<file path="src/atbwc_defs.vh">
/*
 Register offsets, field positions, reset values and timing counts of the
 converter track, burst and window control block.
 Assumes inclusion by bare name from the block's design files.
*/
`ifndef ATBWC_DEFS_VH
`define ATBWC_DEFS_VH

////////////////////////////////////////////////////////////////////////////
// Special-function register offsets
`define ATBWC_ADDR_TRACK 8'hBA
`define ATBWC_ADDR_UPPER_HIGH 8'hC4
`define ATBWC_ADDR_UPPER_LOW 8'hC3
`define ATBWC_ADDR_LOWER_LOW 8'hC5
`define ATBWC_ADDR_LOWER_HIGH 8'hC6
`define ATBWC_ADDR_CONTROL 8'hE8
`define ATBWC_ADDR_RESULT_LOW 8'hBD
`define ATBWC_ADDR_RESULT_HIGH 8'hBE

////////////////////////////////////////////////////////////////////////////
// Reset values
`define ATBWC_RST_TRACK 8'hFF
`define ATBWC_RST_UPPER_HIGH 8'hFF
`define ATBWC_RST_UPPER_LOW 8'hFF
`define ATBWC_RST_LOWER_LOW 8'h00
`define ATBWC_RST_LOWER_HIGH 8'h00
`define ATBWC_RST_CONTROL 8'h00

////////////////////////////////////////////////////////////////////////////
// Field positions: track register
`define ATBWC_PWR_HI 7
`define ATBWC_PWR_LO 4
`define ATBWC_TM_HI 3
`define ATBWC_TM_LO 2
`define ATBWC_TK_HI 1
`define ATBWC_TK_LO 0

// Field positions: control register
`define ATBWC_CN_ENABLE 7
`define ATBWC_CN_BURST 6
`define ATBWC_CN_DONE 5
`define ATBWC_CN_BUSY 4
`define ATBWC_CN_WINDOW 3
`define ATBWC_CN_LJUST 2
`define ATBWC_CN_CM_HI 1
`define ATBWC_CN_CM_LO 0

// Tracking mode codes
`define ATBWC_TM_POST 2'h1
`define ATBWC_TM_PRE 2'h2
`define ATBWC_TM_DUAL 2'h3

////////////////////////////////////////////////////////////////////////////
// Timing
`define ATBWC_CLK_PERIOD_NS 10
`define ATBWC_PWR_STEP_NS 200
`define ATBWC_PWR_STEP_CYC \
    ((`ATBWC_PWR_STEP_NS + `ATBWC_CLK_PERIOD_NS - 1) / `ATBWC_CLK_PERIOD_NS)
`define ATBWC_POST_TAIL_CYC 2'h2

`endif

</file>
<file path="src/atbwc_window.v">
/*
 Window comparator: checks each stored result against the two limits.
 Assumes the result, limits and sample strobe come from the same clock.
*/
`timescale 1ns/1ps
module atbwc_window #(
    parameter WIDTH = 16
) (
    input wire clk_sys_in,
    input wire reset_in,
    input wire sample_valid_in,
    input wire [WIDTH-1:0] sample_in,
    input wire [WIDTH-1:0] upper_in,
    input wire [WIDTH-1:0] lower_in,
    output reg match_out
);

////////////////////////////////////////////////////////////////////////////
// Inside or outside by magnitude
function in_window;
    input [WIDTH-1:0] s;
    input [WIDTH-1:0] up;
    input [WIDTH-1:0] lo;
    begin
        if (lo > up)
            in_window = (s > up) && (s < lo);
        else
            in_window = (s > up) || (s < lo);
    end
endfunction

////////////////////////////////////////////////////////////////////////////
// Raw stored word compared
always @(posedge clk_sys_in or posedge reset_in) begin
    if (reset_in) begin
        match_out <= 1'b0;
    end else begin
        match_out <= sample_valid_in &&
            in_window(sample_in, upper_in, lower_in);
    end
end

endmodule

</file>
<file path="src/atbwc_top.v">
/*
 Track, burst power-up and window control of a 12-bit SAR converter,
 with its special-function registers.
 Assumes a single-cycle register write port on the core clock, a converter
 core that reports busy and a result on this clock, and a SAR clock tick.
*/
`timescale 1ns/1ps
`include "atbwc_defs.vh"
module atbwc_top (
    input wire clk_sys_in,
    input wire reset_in,
    input wire [7:0] sfr_addr_in,
    input wire [7:0] sfr_wdata_in,
    input wire sfr_wr_in,
    output reg [7:0] sfr_rdata_out,
    input wire conv_start_in,
    input wire sar_tick_in,
    input wire core_busy_in,
    input wire result_valid_in,
    input wire [15:0] result_in,
    output wire converter_power_out,
    output wire very_low_power_out,
    output wire burst_osc_select_out,
    output wire [1:0] tracking_mode_select_out,
    output reg convert_go_out,
    output wire window_match_flag_out,
    output wire conversion_done_flag_out,
    output wire left_justify_out
);

localparam S_IDLE = 4'b0001;
localparam S_PWRUP = 4'b0010;
localparam S_TRACK = 4'b0100;
localparam S_CONV = 4'b1000;

reg [7:0] track_burst_config;
reg [7:0] upper_limit_high;
reg [7:0] upper_limit_low;
reg [7:0] lower_limit_low;
reg [7:0] lower_limit_high;
reg [7:0] control;
reg [15:0] result;
reg [3:0] state;
reg [8:0] count;
reg [1:0] tail;
reg busy_prev;
wire window_hit;
wire converter_enable;
wire burst_mode_enable;
wire [3:0] burst_powerup_time;
wire [1:0] post_track_time;
wire sw_start;
wire start_evt;
wire busy_fall;

assign converter_enable = control[`ATBWC_CN_ENABLE];
assign burst_mode_enable = control[`ATBWC_CN_BURST];
assign burst_powerup_time =
    track_burst_config[`ATBWC_PWR_HI:`ATBWC_PWR_LO];
assign post_track_time = track_burst_config[`ATBWC_TK_HI:`ATBWC_TK_LO];
assign tracking_mode_select_out =
    track_burst_config[`ATBWC_TM_HI:`ATBWC_TM_LO];
assign left_justify_out = control[`ATBWC_CN_LJUST];
assign window_match_flag_out = control[`ATBWC_CN_WINDOW];
assign conversion_done_flag_out = control[`ATBWC_CN_DONE];

////////////////////////////////////////////////////////////////////////////
// Power state
// Enable alone without burst
assign converter_power_out = burst_mode_enable ?
    (converter_enable || state != S_IDLE) : converter_enable;
assign very_low_power_out = burst_mode_enable && !converter_enable &&
    state == S_IDLE;
assign burst_osc_select_out = burst_mode_enable;

assign sw_start = sfr_wr_in && sfr_addr_in == `ATBWC_ADDR_CONTROL &&
    sfr_wdata_in[`ATBWC_CN_BUSY] &&
    control[`ATBWC_CN_CM_HI:`ATBWC_CN_CM_LO] == 2'h0;
assign start_evt = sw_start || (conv_start_in &&
    control[`ATBWC_CN_CM_HI:`ATBWC_CN_CM_LO] != 2'h0);
assign busy_fall = busy_prev && !core_busy_in;

function [8:0] pwrup_cycles;
    input [3:0] pwr;
    reg [31:0] full;
    begin
        full = ({28'h0000000, pwr} + 32'h00000001) *
            `ATBWC_PWR_STEP_CYC - 32'h00000001;
        // Longest delay is 320 cycles, fits nine bits
        pwrup_cycles = full[8:0];
    end
endfunction

function needs_post_track;
    input [1:0] tm;
    begin
        needs_post_track = tm == `ATBWC_TM_POST || tm == `ATBWC_TM_DUAL;
    end
endfunction

////////////////////////////////////////////////////////////////////////////
// Start, power-up and post-track sequencer
always @(posedge clk_sys_in or posedge reset_in) begin
    if (reset_in) begin
        state <= S_IDLE;
        count <= 9'h000;
        tail <= 2'h0;
        convert_go_out <= 1'b0;
    end else begin
        convert_go_out <= 1'b0;
        case (state)
            S_IDLE: begin
                if (start_evt && (converter_enable || burst_mode_enable)) begin
                    if (burst_mode_enable && !converter_enable) begin
                        state <= S_PWRUP;
                        count <= pwrup_cycles(burst_powerup_time);
                    end else if (needs_post_track(
                            tracking_mode_select_out)) begin
                        state <= S_TRACK;
                        count <= {4'h0, 5'h02 << post_track_time};
                        tail <= `ATBWC_POST_TAIL_CYC;
                    end else begin
                        state <= S_CONV;
                        convert_go_out <= 1'b1;
                    end
                end
            end
            S_PWRUP: begin
                if (count != 9'h000) begin
                    count <= count - 9'h001;
                end else if (needs_post_track(tracking_mode_select_out)) begin
                    state <= S_TRACK;
                    count <= {4'h0, 5'h02 << post_track_time};
                    tail <= `ATBWC_POST_TAIL_CYC;
                end else begin
                    state <= S_CONV;
                    convert_go_out <= 1'b1;
                end
            end
            S_TRACK: begin
                if (count != 9'h000) begin
                    if (sar_tick_in)
                        count <= count - 9'h001;
                end else if (tail > 2'h1) begin
                    tail <= tail - 2'h1;
                end else begin
                    // Last tail cycle launches go
                    state <= S_CONV;
                    convert_go_out <= 1'b1;
                end
            end
            S_CONV: begin
                if (busy_fall)
                    state <= S_IDLE;
            end
            default: begin
                state <= S_IDLE;
            end
        endcase
    end
end

////////////////////////////////////////////////////////////////////////////
// Window comparator
// Every stored result compared
atbwc_window #(
    .WIDTH(16)
) u_window (
    .clk_sys_in(clk_sys_in),
    .reset_in(reset_in),
    .sample_valid_in(result_valid_in),
    .sample_in(result_in),
    .upper_in({upper_limit_high, upper_limit_low}),
    .lower_in({lower_limit_high, lower_limit_low}),
    .match_out(window_hit)
);

////////////////////////////////////////////////////////////////////////////
// Registers
always @(posedge clk_sys_in or posedge reset_in) begin
    if (reset_in) begin
        track_burst_config <= `ATBWC_RST_TRACK;
        upper_limit_high <= `ATBWC_RST_UPPER_HIGH;
        upper_limit_low <= `ATBWC_RST_UPPER_LOW;
        lower_limit_low <= `ATBWC_RST_LOWER_LOW;
        lower_limit_high <= `ATBWC_RST_LOWER_HIGH;
        control <= `ATBWC_RST_CONTROL;
        result <= 16'h0000;
        busy_prev <= 1'b0;
    end else begin
        busy_prev <= core_busy_in;
        if (result_valid_in)
            result <= result_in;
        if (sfr_wr_in) begin
            case (sfr_addr_in)
                `ATBWC_ADDR_TRACK: track_burst_config <= sfr_wdata_in;
                `ATBWC_ADDR_UPPER_HIGH: upper_limit_high <= sfr_wdata_in;
                `ATBWC_ADDR_UPPER_LOW: upper_limit_low <= sfr_wdata_in;
                `ATBWC_ADDR_LOWER_LOW: lower_limit_low <= sfr_wdata_in;
                `ATBWC_ADDR_LOWER_HIGH: lower_limit_high <= sfr_wdata_in;
                `ATBWC_ADDR_CONTROL: begin
                    control <= sfr_wdata_in;
                    control[`ATBWC_CN_BUSY] <= 1'b0;
                end
                default: begin
                end
            endcase
        end
        if (busy_fall)
            control[`ATBWC_CN_DONE] <= 1'b1;
        if (window_hit)
            control[`ATBWC_CN_WINDOW] <= 1'b1;
    end
end

////////////////////////////////////////////////////////////////////////////
// Read data
always @(posedge clk_sys_in or posedge reset_in) begin
    if (reset_in) begin
        sfr_rdata_out <= 8'h00;
    end else begin
        case (sfr_addr_in)
            `ATBWC_ADDR_TRACK: sfr_rdata_out <= track_burst_config;
            `ATBWC_ADDR_UPPER_HIGH: sfr_rdata_out <= upper_limit_high;
            `ATBWC_ADDR_UPPER_LOW: sfr_rdata_out <= upper_limit_low;
            `ATBWC_ADDR_LOWER_LOW: sfr_rdata_out <= lower_limit_low;
            `ATBWC_ADDR_LOWER_HIGH: sfr_rdata_out <= lower_limit_high;
            `ATBWC_ADDR_CONTROL: begin
                sfr_rdata_out <= control;
                sfr_rdata_out[`ATBWC_CN_BUSY] <=
                    core_busy_in || state != S_IDLE;
            end
            `ATBWC_ADDR_RESULT_LOW: sfr_rdata_out <= result[7:0];
            `ATBWC_ADDR_RESULT_HIGH: sfr_rdata_out <= result[15:8];
            default: sfr_rdata_out <= 8'h00;
        endcase
    end
end

endmodule

</file>
<file path="config.mk">
export PLATFORM = sky130hd
export DESIGN_NAME = atbwc_top
export DESIGN_NICKNAME = d
export VERILOG_FILES = /design/src/atbwc_window.v /design/src/atbwc_top.v
export VERILOG_INCLUDE_DIRS = /design/src /design/src/src
export SDC_FILE = /design/constraint.sdc
export NUM_CORES = 1
export LEC_CHECK = 0
export BUFFER_PORTS_ARGS = -buffer_cell sky130_fd_sc_hd__buf_4
export CAP_MARGIN = 25
export CELL_PAD_IN_SITES_DETAIL_PLACEMENT = 1
export CELL_PAD_IN_SITES_GLOBAL_PLACEMENT = 1
export CORE_MARGIN = 4
export CORE_UTILIZATION = 35
export CTS_CLUSTER_SIZE = 40
export DETAILED_ROUTE_END_ITERATION = 7
export GPL_ROUTABILITY_DRIVEN = 0
export PLACE_DENSITY_LB_ADDON = 0.1
export SETUP_SLACK_MARGIN = 0.1
export SYNTH_ARGS = -nofsm -noshare
export SYNTH_HDL_FRONTEND = slang
export SYNTH_HIERARCHICAL = 1
export SYNTH_SLANG_ARGS = --single-unit
</file>
<file path="constraint.sdc">
create_clock -name clk_sys_in -period 7.1 [get_ports clk_sys_in]
set_input_delay 1.775 -clock clk_sys_in [delete_from_list [all_inputs] [get_ports clk_sys_in]]
set_output_delay 1.775 -clock clk_sys_in [all_outputs]
set_load 0.005 [all_outputs]
</file>
Word-level counts from Yosys, hierarchy flattened:

Index checks and enable logic that the tools add are counted.
Widths: inputs -> output; s select.

* $add $sub $neg: 4
* shifts and indexed selects: 1
* $lt $le $gt $ge: 4
* mux-type cells: 36
* $mul: 1
* equal/unequal tests: 24
* reductions and logical operators: 37

Operators with widths (count)
* $eq 8x8->1 const B: 8
* $pmux 8 s8: 1
* $mux 9: 6
* $gt 16x16->1: 2
* $mux 4: 7
* $pmux 9 s3: 1
* $sub 9x1->9 const B: 2
* $lt 16x16->1: 1
* $ne 2x2->1 const B: 8
* $pmux 4 s4: 1
* $reduce_and 2->1: 8
* $mux 2: 6
* $mux 6: 2
* $logic_and 1x1->1: 10
* $mux 1: 10
* $reduce_bool 2->1: 5
* $reduce_bool 9->1: 1
* $mul 5x3->7 const B: 1
* $logic_or 1x1->1: 6
* $pmux 2 s3: 1
* $reduce_and 6->1: 1
* $add 4x1->5 const B: 1
* $reduce_and 5->1: 1
* $shl 2x2->5 const A: 1
* other kinds (15): 16

* output and inout bits: 17
* word-level logic and storage cells: 123
* flip-flop bits (word level): 89
* input bits: 39

Logic depth before layout (Yosys ltp):

* word-level depth: 8
* gate-level depth with buffers: 11
* mapped depth without buffers: 10

By module:

The synthesis kept the hierarchy.

By module, submodules not included
* atbwc_top: cells each 396, times used 1, area an instance 4589.4 um^2, seq. area each 2233.4 um^2
* atbwc_window: cells each 155, times used 1, area an instance 1176.1 um^2, seq. area each 25.0 um^2

Worst setup path before layout:

OpenSTA, ideal clock, no wires.

* path type: input port to flip-flop
* start: input port sfr_addr_in[4]
* end: register lower_limit_low[0]
* slack: 3.674 ns
* cell stages on the path: 6
* arrival time: 3.301 ns
* required time: 6.975 ns
* cells stage by stage: nand2b_1 or4_1 clkbuf_1 nor2_1 nand2_1 mux2_2

* cells in the longest elaborated chain, start to end: 2

RTL lines
* from (decl): RTL line atbwc_top.v:12 `input wire [7:0] sfr_addr_in,`
* $eq 8x8->1: RTL line atbwc_top.v:195 `case (sfr_addr_in)`
* $reduce_and 2->1 (no source line)
* to (signal assigned): RTL line atbwc_top.v:185 `` lower_limit_low <= `ATBWC_RST_LOWER_LOW; ``
* to (signal assigned): RTL line atbwc_top.v:199 `` `ATBWC_ADDR_LOWER_LOW: lower_limit_low <= sfr_wdata_in; ``
* to (decl): RTL line atbwc_top.v:39 `reg [7:0] lower_limit_low;`

No other way between the ends.
A chain may end at the register's enable or synchronous reset.

Worst setup path in the final report:

* start: input port sfr_addr_in[4]
* end: register lower_limit_high[6]

* cells in the longest elaborated chain, start to end: 2

RTL lines
* $eq 8x8->1: RTL line atbwc_top.v:195
* $reduce_and 2->1 (no source line)
* to (signal assigned): RTL line atbwc_top.v:186 `` lower_limit_high <= `ATBWC_RST_LOWER_HIGH; ``
* to (signal assigned): RTL line atbwc_top.v:200 `` `ATBWC_ADDR_LOWER_HIGH: lower_limit_high <= sfr_wdata_in; ``
* to (decl): RTL line atbwc_top.v:40 `reg [7:0] lower_limit_high;`

No other way between the ends.

==> impl_metrics.toml <==
[floorplan]
row_count = 46
die-height_um = 136.3
die_ar_mm2 = 0.01859
initial_core_util_pct = 36.03
design.core.area_mm2 = 0.01600
ios = 56
chipWidth_um = 136.3

[power_and_ir_drop]
peakVddDrop_mv = 0.1264
power_per_cell_area_mw_per_mm2 = 196.0
power_leakage_uw = 0.002953

[sta]
worst_clk_skew_ns = 0.01332
finalCriticalPeriod_ns = 3.856
worst_pin_slew_ns = 0.9658
finalSetupTns_ns = 0
clock.fmax_mhz = 259.3
hold_viol = 0
timing_max_transition_violations_final = 0
max_slew_margin_pct = 35.36
fin_crit_sh_pct = 54.31
setup_repair_after_global_routing_missed_its_margin = "no"
setup_violations = 0

[cts]
setup_buffers_after_cts = 0
postCtsHoldBufs = 0
tritoncts = "built"
path_clk_slew_ns = 0.07
clockRootBuffer = "clkbuf_16"
tritoncts.num_buffers = 9
clock_tree.buffer_depth = 2
cts.repair.resized = 0
cts.sink_count = 89
htreeDepth = 3
clock_insertion_delay_worst_skew_ns = 0.36

[drt]
detailroute.via_count = 4722
wire_length_per_cell_after_detailed_routing_um = 23.08
drt_iter0_markers = 359
drtAntennaViolNets = 0
drc_errors = 0
drt_pass1_iterations = 7
detail_route.vias_per_cell = 5.717
route.final.wire_length_um = 19060

[critical_path]
setup.worst_path.end_class = "flip-flop"
crit_slowest_cell = "or4_1"
worst_ep_required_time_ns = 7.34
worstSetupPathType = "input pin to flip-flop"
worstSetupStartpointType = "input pin"
crit_path_cell_trace = "buf_4 > nand2b_1 > or4_1 > nor2_1 > nand2_1 > mux2_2"
timing.critical_path.fanout_max = 8
crit_arrival_ns = 4.10
cp_slowest_stage_delay_ns = 0.64

[global_route]
antenna_found_initial = 0
grt.total_usage_pct = 21.24
grt_max_degree = 67
grt_first_pass_wirelength_um = 29540
globalRouteOverflowTotal = 0
via_count_of_the_first_global_routing_pass = 5011

[final_layout]
finish.cell_count_without_fillers = 826
filler_cell_count = 1846
final_layout_size_suffix_gt1_share_pct = 28.36
area_growth_syn_to_layout_pct = 16.88
finalNetCount = 702
antenna_cells = 0
finalInstanceArea_mm2 = 0.006739

[logic_synthesis]
synth_async_sr_flop_share_pct = 100.0
synthDominantAreaCellType = "dfrtp_1"
share_of_the_yosys_chip_area_belonging_to_registers_pct = 39.17
synth.most_common_cell = "dfrtp_1"
yosys_register_bits = 89
synth.net_count = 648
synth.top_cell.area_share_pct = 27.78
synth_top_cells_by_area = "dfrtp_1 (28%), ha_1 (12%), mux2_2 (12%)"
netlist_instances = 551
synthDistinctLibCells = 65
ys_dominant_reg_cell = "dfrtp_1"
syn_area_per_cell_um2 = 10.46
synth_edf_count = 0
netlist_area_mm2 = 0.005766
ys_top_cells_by_count = "dfrtp_1 (64), mux2_2 (61), ha_1 (57)"
number_of_warning_messages_in_the_yosys_log = 6

[min_path]
worst_hold_path_type = "flip-flop to flip-flop"

[place]
post_dp_cell_area_mm2 = 0.006404
dp_hpwl_um = 14960
post-place-cells = 810
io_buffer_count = 55

[run]
max_cap_violations = 0

[status]
status = "finished clean"
==> registers in the layout, summed over array words and instances (netlist names), 8 cells and up <==
name	count
result	16
upper_limit_high	8
upper_limit_low	8
count	9
lower_limit_low	8
lower_limit_high	8
track_burst_config	8
sfr_rdata_out	8
==> cell families after synthesis <==
logic type,after synthesis,synth area share (%)
multiplexers,65,12.61
flip-flops,89,39.17
XOR/XNOR,11,1.671
AND/OR/NAND/NOR,145,14.04
adder cells (fa/ha/maj),58,12.72
buffers and inverters,60,4.123
AO/OA/AOI/OAI,123,15.67
==> final timing paths <==
kind                            slack (ns)             endpoint                   from  depth (start not counted)
worst max-delay path                  3.24  lower_limit_high[6]         sfr_addr_in[4]                          6
worst min-delay path                  0.44           control[3]     u_window/match_out                          1
worst max register to register        3.86             count[8]  track_burst_config[4]                          9
worst min register to register        0.44           control[3]     u_window/match_out                          1
max in group asynchronous             4.48  lower_limit_high[5]               reset_in                          3
min in group asynchronous             1.26   u_window/match_out               reset_in                          2
==> placed cells by master (no fill, tap or decap), types with 3 or more instances in the layout <==
cell type and count:
nor2_1 27, nor4_2 3, inv_1 44, nor2b_1 5, nor4b_1 5, dfstp_2 25, xnor2_1 5, a222oi_1 14
mux2i_1 4, a21o_1 5, a211oi_1 5, a21oi_1 29, a2bb2oi_1 5, a22oi_1 6, xor2_1 6, nand4_1 8
nor3_1 7, nor4_1 5, buf_4 58, nand3_1 18, o2bb2ai_1 10, o211ai_1 11, and2_1 3, nand2b_1 10
nand2_1 33, ha_1 57, or4_1 3, dfrtp_1 64, o21a_1 3, clkbuf_16 9, mux2_2 61, o21ai_0 12
==> per-stage QoR <==
step | worst slack (ns) | total power [uW] | hold WS [ns] | utilization [%]
after floorplan | 3.088 | 688.7 | 0.4174 | -
after global placement | 2.917 | 767.9 | 0.4321 | 40.02
after detailed placement | 2.884 | 776.9 | 0.4335 | 40.02
after CTS | 3.249 | 1332 | 0.4498 | 42.12
after global routing | 3.098 | 1378 | 0.4738 | 42.12
final | 3.244 | 1321 | 0.4439 | 42.12
==> power breakdown <==
part	switching, uW	internal, uW
Clock	231	324
Sequential	29.3	538
Combinational	109	90.1
==> critical path, delay by kind of cell <==
| family | cells | cell delay, ns |
|---|---|---|
| buf+inv | 1 | 0.12 |
| simple gates | 4 | 1.80 |
| mux | 1 | 0.40 |
==> layer usage <==
metal | GRT usage (%) | part of all wire (%) | vias up
met2 | 35.06 | 48 | 96
met1 | 29.34 | 47 | 2422
met3 | 3.146 | 3.7 | 13
li1 | - | - | 2191
met4 | 5.207 | 1.0 | 0
met5 | 0 | 0 | -
==> cell type report <==
| type | count | area, um2 | area share [%] |
|---|---|---|---|
| multi-input cells | 402 | 3269 | 48.51 |
| repair buffers | 58 | 435.4 | 6.461 |
| clock buffers | 10 | 239.0 | 3.546 |
| inverters | 45 | 170.2 | 2.525 |
| clock inverters | 6 | 96.34 | 1.430 |
| well taps | 216 | 270.3 | 4.010 |
| flip-flops and latches | 89 | 2258 | 33.51 |
No activity file was read; power rests on OpenSTA's default activity.
